<file path="config.mk">
export PLATFORM = sky130hd
export DESIGN_NAME = spi_status_flag_bank
export DESIGN_NICKNAME = d
export VERILOG_FILES = /design/src/logic/status_bank_pkg.sv /design/src/logic/pin_sync.sv /design/src/logic/sticky_word.sv /design/src/logic/spi_status_flag_bank.sv
export SDC_FILE = /design/constraint.sdc
export NUM_CORES = 1
export LEC_CHECK = 0
export BUFFER_PORTS_ARGS = -buffer_cell sky130_fd_sc_hd__buf_2
export CORE_AREA = 3 3 144 146
export DETAILED_ROUTE_END_ITERATION = 16
export DIE_AREA = 0 0 147 149
export GPL_ROUTABILITY_DRIVEN = 1
export HOLD_SLACK_MARGIN = 0.02
export PLACE_DENSITY = 0.7
export SKIP_LAST_GASP = 1
export SYNTH_ARGS = -nofsm -noshare
export SYNTH_HDL_FRONTEND = slang
export SYNTH_SLANG_ARGS = --single-unit
</file>
<file path="constraint.sdc">
create_clock -name i_clk -period 2.6 [get_ports i_clk]
set_clock_uncertainty 0.05 [all_clocks]
set_input_delay 0.13 -clock i_clk [delete_from_list [all_inputs] [get_ports i_clk]]
set_output_delay 0.13 -clock i_clk [all_outputs]
set_load 0.02 [all_outputs]
</file>
<file path="src/logic/status_bank_pkg.sv">
// Constants, field layouts and carrier types for the SPI status flag bank.
// Assumes one 125 MHz system clock; frames arrive on slow asynchronous pins.
// Notes on behaviour
// - Frame is 32 bits: address, mode, data, CRC.
// - Status word occupies frame bits 8 to 23.
// - Mode bit 0 reads word, flags unchanged.
// - Mode bit 1 clears whole clearable word.
// - Clear ignores the payload in bits 8-23.
// - Flags stay set until explicitly cleared.
// - Reserved bits 14:13 read zero, never cleared.
// - Bit 15 flags a power-on reset.
// - Bit 12 latches charge pump overtemperature.
// - Bit 11 latches fourth-undervoltage fail-safe entry.
// - Bits 10, 9 latch switch supply low/high.
// - Bit 6 battery low, only while regulator enabled.
// - Bit 5 battery high, only while regulator enabled.
// - Bits 4-0 latch pump and main regulator faults.
// - Power-on sets bit 15; soft reset clears it.
`default_nettype none
package status_bank_pkg;

  localparam int FRAME_BITS = 32;
  localparam int ADDR_BITS  = 7;
  localparam int WORD_BITS  = 16;
  localparam int NUM_REGS   = 20;
  localparam int MODE_BIT   = 7;
  localparam int DATA_LSB   = 8;
  localparam int DATA_MSB   = 23;
  localparam int SUP_IDX    = 0;
  localparam int BATT_LOW_BIT  = 6;
  localparam int BATT_HIGH_BIT = 5;

  localparam logic [15:0] SUP_POR_RESET  = 16'h8000;
  localparam logic [15:0] SUP_SOFT_RESET = 16'h0000;
  localparam logic [15:0] SUP_CLEAR_MASK = 16'h9fff;
  localparam logic [7:0]  CRC_FILL       = 8'h00;
  localparam logic [7:0]  HEAD_FILL      = 8'h00;
  localparam logic [19:0] REG_CLEARABLE  = 20'h7ffff;

  localparam logic [6:0] REG_ADDR [NUM_REGS] = '{
    7'h40, 7'h41, 7'h42, 7'h43, 7'h44, 7'h45, 7'h46,
    7'h50, 7'h51, 7'h52, 7'h53, 7'h54, 7'h55,
    7'h57, 7'h58, 7'h59, 7'h60, 7'h61, 7'h63, 7'h70};

  typedef logic [15:0] word_t;

  typedef struct packed {
    logic pump_overtemp_flag;
    logic main_reg_uv_failsafe_flag;
    logic switch_supply_low_flag;
    logic switch_supply_high_flag;
    logic internal_supply_low_flag;
    logic internal_supply_high_flag;
    logic battery_low_flag;
    logic battery_high_flag;
    logic pump_low_flag;
    logic main_reg_short_flag;
    logic main_reg_low_flag;
    logic main_reg_high_flag;
    logic main_reg_prewarn_flag;
  } supply_ev_s;

  typedef struct packed {
    logic [7:0]  crc;
    logic [15:0] data;
    logic        mode;
    logic [6:0]  addr;
  } frame_s;

  function automatic logic [4:0] reg_index(input logic [6:0] a);
    logic [4:0] r;
    r = '0;
    for (int i = 0; i < NUM_REGS; i++) begin
      if (REG_ADDR[i] == a) r = 5'(i);
    end
    return r;
  endfunction

  function automatic logic reg_mapped(input logic [6:0] a);
    logic m;
    m = 1'b0;
    for (int i = 0; i < NUM_REGS; i++) begin
      if (REG_ADDR[i] == a) m = 1'b1;
    end
    return m;
  endfunction

endpackage
`default_nettype wire

</file>
<file path="src/logic/pin_sync.sv">
// Two-stage synchroniser for a bundle of asynchronous pins.
// Assumes each bit is an independent level; no word coherency.
`timescale 1ns/10ps
`default_nettype none
module pin_sync #(
  parameter int                WIDTH     = 1,
  parameter logic [WIDTH-1:0]  RESET_VAL = '0
) (
  input  wire logic             i_clk,
  input  wire logic             i_rst_n,
  input  wire logic [WIDTH-1:0] i_d,
  output logic      [WIDTH-1:0] o_q
);
  logic [WIDTH-1:0] meta_q;
  logic [WIDTH-1:0] stage_q;

  always_ff @(posedge i_clk or negedge i_rst_n) begin
    if (!i_rst_n) begin
      meta_q  <= RESET_VAL;
      stage_q <= RESET_VAL;
    end else begin
      meta_q  <= i_d;
      stage_q <= meta_q;
    end
  end

  assign o_q = stage_q;
endmodule // pin_sync
`default_nettype wire

</file>
<file path="src/logic/sticky_word.sv">
// One word of sticky flags: set by events, cleared as a whole word.
// Assumes set and clear come from the same clock domain.
`timescale 1ns/10ps
`default_nettype none
module sticky_word #(
  parameter int               WIDTH      = 16,
  parameter logic [WIDTH-1:0] POR_VAL    = '0,
  parameter logic [WIDTH-1:0] SOFT_VAL   = '0,
  parameter logic [WIDTH-1:0] CLEAR_MASK = '1
) (
  input  wire logic             i_clk,
  input  wire logic             i_rst_n,
  input  wire logic             i_soft_rst,
  input  wire logic [WIDTH-1:0] i_set,
  input  wire logic             i_clear,
  output logic      [WIDTH-1:0] o_word
);
  logic [WIDTH-1:0] word_q;
  logic [WIDTH-1:0] word_d;

  always_comb begin
    word_d = word_q;
    if (i_soft_rst) begin
      word_d = SOFT_VAL;
    end else begin
      if (i_clear) word_d = word_q & ~CLEAR_MASK;
      word_d = (word_d | i_set) & CLEAR_MASK;
    end
  end

  always_ff @(posedge i_clk or negedge i_rst_n) begin
    if (!i_rst_n) word_q <= POR_VAL;
    else          word_q <= word_d;
  end

  assign o_word = word_q;
endmodule // sticky_word
`default_nettype wire

</file>
<file path="src/logic/spi_status_flag_bank.sv">
// SPI slave front end and status register bank.
// Assumes SPI mode 0, LSB of the frame first, and an SPI clock
// at most one eighth of i_clk so oversampling sees every edge.
`timescale 1ns/10ps
`default_nettype none
module spi_status_flag_bank #(
  parameter int FRAME_LEN = status_bank_pkg::FRAME_BITS,
  parameter int WORD_LEN  = status_bank_pkg::WORD_BITS
) (
  input  wire logic                        i_clk,
  input  wire logic                        i_rst_n,
  input  wire logic                        i_soft_rst,
  input  wire logic                        i_sclk,
  input  wire logic                        i_cs_n,
  input  wire logic                        i_mosi,
  input  wire status_bank_pkg::supply_ev_s i_supply_ev,
  input  wire logic                        i_main_reg_en,
  input  wire logic [19:0][15:0]           i_ext_words,
  output logic                             o_miso,
  output logic                             o_miso_oe,
  output logic [19:0]                      o_clear_strobe,
  output logic [15:0]                      o_supply_word
);

  if (FRAME_LEN != 32 || WORD_LEN != 16) begin : g_bad_size
    $error("Frame must be 32 bits and word 16 bits");
  end

  typedef enum logic {ST_IDLE, ST_ACTIVE} frame_state_e;

  localparam int SYNC_W = 3 + $bits(status_bank_pkg::supply_ev_s) + 1;
  // Chip select idles high so reset does not look like a frame start
  localparam logic [SYNC_W-1:0] SYNC_RST = {1'b0, 1'b1, {(SYNC_W-2){1'b0}}};

  logic [SYNC_W-1:0]           sync_bus;
  logic                        sclk_s;
  logic                        cs_n_s;
  logic                        mosi_s;
  status_bank_pkg::supply_ev_s ev_s;
  logic                        reg_en_s;

  pin_sync #(
    .WIDTH     (SYNC_W),
    .RESET_VAL (SYNC_RST)
  ) u_pin_sync (
    .i_clk   (i_clk),
    .i_rst_n (i_rst_n),
    .i_d     ({i_sclk, i_cs_n, i_mosi, i_supply_ev, i_main_reg_en}),
    .o_q     (sync_bus)
  );

  assign {sclk_s, cs_n_s, mosi_s, ev_s, reg_en_s} = sync_bus;

  // Edge detection on synchronised pins

  logic sclk_prev_q;
  logic cs_prev_q;
  logic sclk_rise;
  logic sclk_fall;
  logic cs_fall;
  logic cs_rise;

  always_ff @(posedge i_clk or negedge i_rst_n) begin
    if (!i_rst_n) begin
      sclk_prev_q <= 1'b0;
      cs_prev_q   <= 1'b1;
    end else begin
      sclk_prev_q <= sclk_s;
      cs_prev_q   <= cs_n_s;
    end
  end

  always_comb begin
    sclk_rise = sclk_s & ~sclk_prev_q;
    sclk_fall = ~sclk_s & sclk_prev_q;
    cs_fall   = cs_prev_q & ~cs_n_s;
    cs_rise   = ~cs_prev_q & cs_n_s;
  end

  // Supply-fail word

  logic [15:0] sup_set;
  logic [15:0] sup_word;

  always_comb begin
    sup_set = {3'b000, ev_s};
    // Battery detectors are meaningless with the regulator off
    sup_set[status_bank_pkg::BATT_LOW_BIT] =
      ev_s.battery_low_flag & reg_en_s;
    sup_set[status_bank_pkg::BATT_HIGH_BIT] =
      ev_s.battery_high_flag & reg_en_s;
  end

  logic [19:0] clr_q;
  logic [19:0] clr_d;

  sticky_word #(
    .WIDTH      (16),
    .POR_VAL    (status_bank_pkg::SUP_POR_RESET),
    .SOFT_VAL   (status_bank_pkg::SUP_SOFT_RESET),
    .CLEAR_MASK (status_bank_pkg::SUP_CLEAR_MASK)
  ) u_supply_word (
    .i_clk      (i_clk),
    .i_rst_n    (i_rst_n),
    .i_soft_rst (i_soft_rst),
    .i_set      (sup_set),
    .i_clear    (clr_q[status_bank_pkg::SUP_IDX]),
    .o_word     (sup_word)
  );

  // Frame engine

  frame_state_e            state_q;
  frame_state_e            state_d;
  logic [5:0]              cnt_q;
  logic [5:0]              cnt_d;
  status_bank_pkg::frame_s rx_q;
  status_bank_pkg::frame_s rx_d;
  logic [31:0]             tx_q;
  logic [31:0]             tx_d;
  logic                    miso_q;
  logic                    miso_d;
  logic                    oe_q;
  logic                    oe_d;
  logic [15:0]             sup_q;
  logic [4:0]              rd_idx;
  logic                    rd_hit;
  logic [15:0]             rd_word;

  always_comb begin
    rd_idx  = status_bank_pkg::reg_index(rx_q.addr);
    rd_hit  = status_bank_pkg::reg_mapped(rx_q.addr);
    rd_word = 16'h0000;
    if (rd_hit) begin
      if (rd_idx == 5'(status_bank_pkg::SUP_IDX)) rd_word = sup_word;
      else                                        rd_word = i_ext_words[rd_idx];
    end
  end

  always_comb begin
    state_d = state_q;
    cnt_d   = cnt_q;
    rx_d    = rx_q;
    tx_d    = tx_q;
    miso_d  = miso_q;
    oe_d    = oe_q;
    clr_d   = '0;
    case (state_q)
      ST_IDLE: begin
        if (cs_fall) begin
          state_d = ST_ACTIVE;
          cnt_d   = 6'h00;
          tx_d    = {status_bank_pkg::CRC_FILL, 16'h0000, status_bank_pkg::HEAD_FILL};
          miso_d  = status_bank_pkg::HEAD_FILL[0];
          oe_d    = 1'b1;
        end
      end
      ST_ACTIVE: begin
        if (cs_rise) begin
          state_d = ST_IDLE;
          oe_d    = 1'b0;
          miso_d  = 1'b0;
          // Short or long frames are dropped without effect
          if (cnt_q == 6'(FRAME_LEN) && rx_q.mode && rd_hit) begin
            clr_d[rd_idx] = status_bank_pkg::REG_CLEARABLE[rd_idx];
          end
        end else begin
          if (sclk_rise && cnt_q != 6'h3f) begin
            cnt_d = cnt_q + 6'h01;
            if (cnt_q < 6'(FRAME_LEN)) rx_d[cnt_q[4:0]] = mosi_s;
            // Address is complete once the mode bit arrives
            if (cnt_q == 6'(status_bank_pkg::MODE_BIT)) begin
              tx_d[status_bank_pkg::DATA_MSB:status_bank_pkg::DATA_LSB] = rd_word;
            end
          end
          if (sclk_fall) begin
            miso_d = (cnt_q < 6'(FRAME_LEN)) ? tx_q[cnt_q[4:0]] : 1'b0;
          end
        end
      end
      default: begin
        state_d = ST_IDLE;
        oe_d    = 1'b0;
      end
    endcase
  end

  always_ff @(posedge i_clk or negedge i_rst_n) begin
    if (!i_rst_n) begin
      state_q <= ST_IDLE;
      cnt_q   <= 6'h00;
      rx_q    <= '0;
      tx_q    <= 32'h0000_0000;
      miso_q  <= 1'b0;
      oe_q    <= 1'b0;
      clr_q   <= 20'h00000;
      sup_q   <= status_bank_pkg::SUP_POR_RESET;
    end else begin
      state_q <= state_d;
      cnt_q   <= cnt_d;
      rx_q    <= rx_d;
      tx_q    <= tx_d;
      miso_q  <= miso_d;
      oe_q    <= oe_d;
      clr_q   <= clr_d;
      sup_q   <= sup_word;
    end
  end

  assign o_miso         = miso_q;
  assign o_miso_oe      = oe_q;
  assign o_clear_strobe = clr_q;
  assign o_supply_word  = sup_q;

  // Checks

  frame_len_a: assert property (
    @(posedge i_clk) disable iff (!i_rst_n)
    (|clr_q) |-> $past(cnt_q) == 6'd32)
    else $error("Clear issued for a frame not 32 bits long");

  clear_mode_a: assert property (
    @(posedge i_clk) disable iff (!i_rst_n)
    (|clr_q) |-> $past(rx_q.mode))
    else $error("Clear issued by a read frame");

  data_lane_a: assert property (
    @(posedge i_clk) disable iff (!i_rst_n)
    (state_q == ST_ACTIVE && !cs_rise && sclk_rise && cnt_q == 6'd7)
    |=> tx_q[23:8] == $past(rd_word))
    else $error("Status word not placed in frame bits 8 to 23");

  clear_all_a: assert property (
    @(posedge i_clk) disable iff (!i_rst_n)
    (clr_q[0] && sup_set == 16'h0000 && !i_soft_rst)
    |=> sup_word == 16'h0000)
    else $error("Clear left flags set");

  flags_hold_a: assert property (
    @(posedge i_clk) disable iff (!i_rst_n)
    (($past(sup_word) & ~sup_word) != 16'h0000)
    |-> $past(clr_q[0] || i_soft_rst))
    else $error("Flag dropped without clear");

  reserved_zero_a: assert property (
    @(posedge i_clk) disable iff (!i_rst_n)
    sup_word[14:13] == 2'b00)
    else $error("Reserved supply bits not zero");

  overtemp_latch_a: assert property (
    @(posedge i_clk) disable iff (!i_rst_n)
    (ev_s.pump_overtemp_flag && !i_soft_rst) |=> sup_word[12])
    else $error("Pump overtemperature not latched");

  battery_qual_a: assert property (
    @(posedge i_clk) disable iff (!i_rst_n)
    $rose(sup_word[6]) |-> $past(ev_s.battery_low_flag && reg_en_s))
    else $error("Battery low latched while regulator off");

  set_wins_a: assert property (
    @(posedge i_clk) disable iff (!i_rst_n)
    (clr_q[0] && !i_soft_rst)
    |=> (sup_word & $past(sup_set)) == $past(sup_set))
    else $error("Event lost to a simultaneous clear");

  soft_por_a: assert property (
    @(posedge i_clk) disable iff (!i_rst_n)
    i_soft_rst |=> !sup_word[15])
    else $error("Soft reset left power-on flag set");

  ident_noclear_a: assert property (
    @(posedge i_clk) disable iff (!i_rst_n)
    !clr_q[19])
    else $error("Clear strobe issued for the identification word");

  read_keeps_a: assert property (
    @(posedge i_clk) disable iff (!i_rst_n)
    (state_q == ST_ACTIVE && cs_rise && !rx_q.mode) |=> clr_q == 20'h00000)
    else $error("Read frame issued a clear strobe");

  short_frame_a: assert property (
    @(posedge i_clk) disable iff (!i_rst_n)
    (state_q == ST_ACTIVE && cs_rise && cnt_q != 6'd32) |=> clr_q == 20'h00000)
    else $error("Frame of wrong length issued a clear strobe");

  clear_payload_a: assert property (
    @(posedge i_clk) disable iff (!i_rst_n)
    (state_q == ST_ACTIVE && cs_rise && cnt_q == 6'd32 && rx_q.mode && rd_hit && rd_idx != 5'd19) |=> clr_q[$past(rd_idx)])
    else $error("Valid clear frame gave no strobe");

  strobe_pulse_a: assert property (
    @(posedge i_clk) disable iff (!i_rst_n)
    (|clr_q) |=> clr_q == 20'h00000)
    else $error("Clear strobe longer than one cycle");

  head_zero_a: assert property (
    @(posedge i_clk) disable iff (!i_rst_n)
    (state_q == ST_ACTIVE && cnt_q <= 6'd7) |-> !miso_q)
    else $error("Head byte of answer not zero");

  crc_zero_a: assert property (
    @(posedge i_clk) disable iff (!i_rst_n)
    (state_q == ST_ACTIVE && !cs_rise && sclk_fall && cnt_q >= 6'd24) |=> !miso_q)
    else $error("Trailing byte of answer not zero");

  miso_idle_a: assert property (
    @(posedge i_clk) disable iff (!i_rst_n)
    (state_q == ST_IDLE) |-> !miso_q && !oe_q)
    else $error("Data out driven outside a frame");

  por_only_clear_a: assert property (
    @(posedge i_clk) disable iff (!i_rst_n)
    !$rose(sup_word[15]))
    else $error("Power-on flag set without a power-on reset");

  failsafe_latch_a: assert property (
    @(posedge i_clk) disable iff (!i_rst_n)
    (ev_s.main_reg_uv_failsafe_flag && !i_soft_rst) |=> sup_word[11])
    else $error("Fail-safe entry not latched");

  switch_low_a: assert property (
    @(posedge i_clk) disable iff (!i_rst_n)
    (ev_s.switch_supply_low_flag && !i_soft_rst) |=> sup_word[10])
    else $error("Switch supply low not latched");

  switch_high_a: assert property (
    @(posedge i_clk) disable iff (!i_rst_n)
    (ev_s.switch_supply_high_flag && !i_soft_rst) |=> sup_word[9])
    else $error("Switch supply high not latched");

  supply_low_a: assert property (
    @(posedge i_clk) disable iff (!i_rst_n)
    (ev_s.internal_supply_low_flag && !i_soft_rst) |=> sup_word[8])
    else $error("Internal supply low not latched");

  batt_low_latch_a: assert property (
    @(posedge i_clk) disable iff (!i_rst_n)
    (ev_s.battery_low_flag && reg_en_s && !i_soft_rst) |=> sup_word[6])
    else $error("Battery low not latched with regulator on");

  batt_high_qual_a: assert property (
    @(posedge i_clk) disable iff (!i_rst_n)
    $rose(sup_word[5]) |-> $past(ev_s.battery_high_flag && reg_en_s))
    else $error("Battery high latched while regulator off");

  reg_faults_a: assert property (
    @(posedge i_clk) disable iff (!i_rst_n)
    !i_soft_rst |=> (sup_word[4:0] & $past(sup_set[4:0])) == $past(sup_set[4:0]))
    else $error("Pump or regulator fault not latched");

  soft_clear_a: assert property (
    @(posedge i_clk) disable iff (!i_rst_n)
    i_soft_rst |=> sup_word == 16'h0000)
    else $error("Soft reset left supply flags set");

endmodule // spi_status_flag_bank
`default_nettype wire

</file>
* After elaboration in Yosys (flattened, before gate mapping)
Memories as Yosys holds them, arrays and structs flattened.
Cells that the tools add are included.
Widths: inputs -> output; s select.
** Operators by class
- Multipliers :: 0
- Shift operators :: 0
- Add/sub/neg operators :: 1
- Mux-type cells :: 77
- Bitwise gates (word level) :: 14
- $lt $le $gt $ge :: 5
- Divide/modulo/power cells :: 0
- Reductions and logical operators :: 11
- Equal/unequal tests :: 29
** Operators with widths (count)
- $mux 16 :: 9
- $eq 7x7->1 const A :: 20
- $mux 5 :: 18
- $bmux 16 s5 :: 1
- $mux 20 :: 3
- $mux 1 :: 33
- $bwmux 32 :: 1
- $pmux 16 s2 :: 1
- $mux 24 :: 1
- $and 20x20->20 :: 1
- $mux 6 :: 3
- $or 16x13->16 :: 1
- $lt 5x6->1 const B :: 2
- $pmux 6 s2 :: 1
- $demux 1 s5 :: 2
- $ge 5x1->1 const B :: 2
- $reduce_and 4->1 :: 2
- $add 6x1->6 const B :: 1
- $and 1x1->1 :: 6
- $eq 6x3->1 const B :: 1
- $eq 6x6->1 const B :: 1
- $lt 6x6->1 const B :: 1
- $ne 2x2->1 const B :: 3
- $ne 6x6->1 const B :: 1
- other kinds (9) :: 22
** Storage, ports and cells
- RAM bits :: 0
- Memories kept :: 1
- Bits in read-only memories :: 32
- Latch bits :: 0
- Input bits :: 340
- Flip-flop bits (word level) :: 145
- Logic and storage cells :: 154
- Output and inout port bits :: 38
** Memories
- (no name shown) :: depth 32, width 1, rd ports 1, clocked after Yosys merged registers in 0, wr ports 0, RTL line spi_status_flag_bank.sv:165 : clr_d[rd_idx] = status_bank_pkg::REG_CLEARABLE[rd_idx];

* Longest topological paths before layout
- Depth after elaboration :: 28
- Gate-level depth with buffers :: 13
- Gate-level depth less buffers :: 8

* Modules after synthesis
From an unflattened synthesis, not the netlist that was laid out.
** Second synthesis, totals
- Cells, all modules :: 818
- Area total of the unflattened synthesis :: 7380.8 µm²
** Modules (own cells, without submodules)
- spi_status_flag_bank :: sequential area each 1779.2 µm², instances 1, cells an instance 723, area an instance 5925.7 µm²
- pin_sync :: sequential area each 853.3 µm², instances 1, cells an instance 34, area an instance 853.3 µm²
- sticky_word :: sequential area each 351.6 µm², instances 1, cells an instance 61, area an instance 601.8 µm²

* Worst setup path after synthesis
Ideal clock, no wire load.
- Path kind :: register -> register
- From :: register rx_q[0] (netlist name)
- To :: register tx_q[10]
- Library setup time :: 0.132 ns
- Data arrival time :: 2.380 ns
- Clock period less this slack :: 2.562 ns
- Stages on the path, launching flop included :: 12
- Slack :: 0.038 ns
- Path buffers :: 4
- Data required time :: 2.418 ns
- Cells stage by stage :: dfrtp_1 > buf_2 > or3b_1 > a2111o_1 > o211ai_2 > buf_6 > buf_6 > buf_6 > mux2i_1 > a211oi_1 > a221oi_1 > o21ai_1
** Between the ends
- Longest elaborated chain between the ends :: 28
- Elaborated cells between the ends (all ways) :: 68
- Those cells by class :: eq/ne (20); mux (47); reduce/logical (1)
** RTL lines
- start, declared :: RTL line spi_status_flag_bank.sv:117 : status_bank_pkg::frame_s rx_q;
- start signal, assigned :: RTL line spi_status_flag_bank.sv:201 : rx_q <= rx_d;
- $eq 7x7->1 :: RTL line status_bank_pkg.sv:74, status_bank_pkg.sv:83
- $mux 1 :: RTL line status_bank_pkg.sv:74 : if (REG_ADDR[i] == a) r = 5'(i);
- $mux 5 (18 in series) :: RTL line status_bank_pkg.sv:74
- $bmux 16 s5 :: RTL line spi_status_flag_bank.sv:136 : else rd_word = i_ext_words[rd_idx];
- $mux 16 (not written as such) :: RTL line spi_status_flag_bank.sv:136
- $mux 16 :: RTL line spi_status_flag_bank.sv:135 : if (rd_idx == 5'(status_bank_pkg::SUP_IDX)) rd_word = sup_word;
- $mux 16 * :: RTL line spi_status_flag_bank.sv:134 : if (rd_hit) begin
- $mux 16 * :: RTL line spi_status_flag_bank.sv:172 : if (cnt_q == 6'(status_bank_pkg::MODE_BIT)) begin
- $mux 16 * :: RTL line spi_status_flag_bank.sv:168 : if (sclk_rise && cnt_q != 6'h3f) begin
- $mux 16 * :: RTL line spi_status_flag_bank.sv:159 : if (cs_rise) begin
- $pmux 16 s2 * :: RTL line spi_status_flag_bank.sv:148 : case (state_q)
- end signal, assigned :: RTL line spi_status_flag_bank.sv:202 : tx_q <= tx_d;
- end, declared :: RTL line spi_status_flag_bank.sv:119 : logic [31:0] tx_q;
Mark *: on every way between the ends. The rest lies on a longest branch, timed or not. The select of a mux whose other input is x is not followed.
A chain may end at the register's enable or synchronous reset.

* Worst setup path after layout
- From :: register rx_q[4] (netlist name)
- To :: register tx_q[16]
Same word-level chain as after synthesis.

==> results.yml <==
outcome:
  outcome: "finished with violations"
  violations: "negative setup slack"
logic_synthesis:
  synth-seq-cells: 117
  synth-seq-area-share_pct: 40.56
  synth.most_common_cell: "nand2_1"
  synth_ff_type: "dfrtp_1"
  postSynthAreaPerCell_um2: 8.654
  yosysWarningCount: 0
  yosysTopAreaCell: "dfrtp_1"
  ys_top_cells_by_area: "dfrtp_1 (39%), nand2_1 (11%), mux2i_1 (10%)"
  synth_edf_count: 0
  netlist_area_mm2: 0.007234
  syn_inst: 836
  synth_top_area_share_pct: 38.74
  synth_cell_types: 63
  ys_async_sr_fraction_pct: 100.0
  synth_common_cells: "nand2_1 (206), dfrtp_1 (112), mux2i_1 (73), nand3_1 (56), nor2_1 (56)"
drt:
  wl_per_cell_um: 21.24
  vias_per_cell: 5.424
  num_vias: 8580
  dr.pass1.iters: 6
  wl_um: 33610
  drt_iter0_markers: 727
  drc: 0
  ant_nets: 0
final_layout:
  fillCellCount: 1786
  fin_cells: 1582
  area_delta_synth_final_pct: 55.52
  nets: 1640
  drive_above_1_share_pct: 45.07
sta:
  hold_viol: 0
  rsz0062_at_grt: "true"
  slew_violations: 0
  setup_ws_ns: -0.1077
  slew_headroom_pct: 46.32
  period_share_pct: 104.1
  min_period_ns: 2.708
  setup_viol: 15
  worst_slew_pin_slew_ns: 0.8052
  max_freq_mhz: 369.3
grt:
  grtUsageTotal_pct: 29.52
  grt_util_met1_pct: 37.37
  top_usage_layer: "met2"
  grt_overflow_total: 0
  grt_pass1_wl_um: 48890
  grtUsageMet2_pct: 48.65
  antenna_found_initial: 9
  grt_start_max_net_pins: 52
  grt_pass1_vias: 8416
  use_met3_pct: 9.511
clock_network:
  cts-root-buf: "clkbuf_16"
  clock-sinks: 117
  cts_buffers: 17
  h-tree-depth: 4
  cts_buffer_depth: 2
  cts.clk_slew.worst_paths_ns: 0.06
  clock_latency_ns: 0.41
  cts_tree: "built"
floorplan:
  die_area_mm2: 0.02190
  initial_core_util_pct: 37.05
  dieHeight_um: 149
  dieWidth_um: 147
  io_pins: 378
  rows: 51
  core_mm2: 0.01953
pwr:
  cellPowerDensity_mw_per_mm2: 513.2
  peakVddDrop_v: 0.0005083
  power.leakage_nw: 5.480
setup_path:
  path_cells: "or3b_1, a2111o_1, o211ai_4, buf_12, buf_12, buf_12, nand2_1, nand3_1, nand4_1, a221oi_2, a41o_1"
  worst-path-buf-inv: 3
  max_stage_delay_ns: 0.42
  rrSetupSlack_ns: -0.11
  crit_fanout: 6
  cpLargestDelayFamily: "compound AO/OA/AOI/OAI gates"
  crit_path_frequent_cell: "buf_12"
  r2r_start: "rx_q[4]"
  cpMaxStageDelayCell: "a2111o_1"
  ff2ff_path_depth: 11
  critPathArrivalTime_ns: 3.00
  cp.required_ns: 2.89
  criticalPathCategory: "register to register"
  cp-end-kind: "register"
  rr_endpoint: "tx_q[16]"
  critPathLaunchType: "register"
worst_hold_path:
  hp-class: "primary input to register"
  whs_endpoint: "u_supply_word.o_word[9]"
  whs_path_depth: 2
  hp-start: "i_soft_rst"
placement:
  place_ws_ns: -0.2773
  io_buffers: 375
  dp_cells: 1509
  place_hpwl_um: 26570
  gp_congestion: 0.9942
flow_run:
  cap_viol_max_count: 0
-- logic make-up after synthesis --
group                    Yosys count  share of synthesized area, %
flip-flops                       117                         40.56
other                              1                       0.05184
XOR/XNOR                           5                        0.6054
AO/OA/AOI/OAI                    158                         15.60
multiplexers                      87                         12.90
AND/OR/NAND/NOR                  396                         24.52
adder cells (fa/ha/maj)            5                        0.8302
buffers and inverters             67                         4.929
-- cell usage in the layout (no fill, tap or decap), drive strengths merged, types with 6 or more instances in the layout --
cell,instances
buf,480
nand2,206
dfrtp,112
mux2i,73
nand3,56
nor2,56
a21oi,34
o21ai,26
nand2b,24
clkbuf,20
dlygate4sd3,18
a32oi,17
nand4,16
o22ai,16
a221oi,16
inv,12
a41o,11
mux2,10
and3,9
diode,8
nor2b,6
-- routing by layer --
metal	share of wire [%]	up-vias
met1	39	4060
met2	48	500
met3	9.9	71
met4	2.5	8
met5	0.14	-
li1	-	3941
-- metrics by stage --
| stage | area (um^2) | hold slack (ns) | TNS (ns) | util (%) | total power [mW] |
|---|---|---|---|---|---|
| floorplan | 7242 | -0.2156 | 0 | - | 2.727 |
| global placement | 9996 | 0.09225 | -1.796 | 51.19 | 3.478 |
| detailed placement | 9996 | 0.09439 | -2.293 | 51.19 | 3.485 |
| CTS | 11020 | 0.02295 | -0.2742 | 56.44 | 5.740 |
| global route | 11240 | 0.02806 | -2.671 | 57.54 | 6.047 |
| finish | 11250 | 0.04560 | -0.7768 | 57.62 | 5.774 |
-- state kept, by name, summed over array words and instances (netlist names) --
signal                cells
state_q                   1
sclk_prev_q               1
u_pin_sync.meta_q        17
cnt_q                     6
tx_q                     16
u_pin_sync.o_q           17
cs_prev_q                 1
o_supply_word            14
rx_q                      8
o_miso_oe                 1
o_clear_strobe           20
o_miso                    1
u_supply_word.o_word     14
-- how the worst max path moves through the flow --
stage | from | end | slack (ns) | cells after the start
after global placement | rx_q[1] | tx_q[19] | -0.22 | 12
after global routing | rx_q[4] | tx_q[11] | -0.22 | 11
final | rx_q[4] | tx_q[16] | -0.11 | 11
after detailed placement | rx_q[4] | tx_q[16] | -0.28 | 10
after CTS | rx_q[4] | tx_q[16] | -0.05 | 11
after floorplan | rx_q[0] | tx_q[10] | 0.04 | 11
-- power breakdown --
group          switching [mW]  internal [mW]  total, mW
clock network           0.909           1.27       2.18
registers               0.108           1.94       2.04
logic                   0.800          0.752       1.55
total                    1.82           3.96       5.77
-- cell type report --
cell class	instances	area [um^2]	area share, %
inverters	5	18.77	0.1668
diodes	8	20.02	0.1779
repair buffers	501	3164	28.12
flip-flops and latches	117	2934	26.08
well taps	265	331.6	2.947
clock buffers	18	439.2	3.903
clock inverters	14	117.6	1.045
multi-input cells	654	4225	37.56
-- what timing repair did --
action                     in CTS  in global routing
buffers inserted                8                  5
resized for setup              35                 33
hold endpoints to repair       57                  0
hold buffers                   18                  0
gates cloned                    2                  2
pin swaps                      10                 11
setup endpoints to repair      16                 16
-- worst reg2reg max path: stages (launching register included) --
cell and delay (ns):
dfrtp_1 0.40, or3b_1 0.37, a2111o_1 0.42, o211ai_4 0.11, buf_12 0.17, buf_12 0.14, buf_12 0.11, nand2_1 0.05
nand3_1 0.10, nand4_1 0.25, a221oi_2 0.28, a41o_1 0.18
Power figures use the tool's default switching activity.
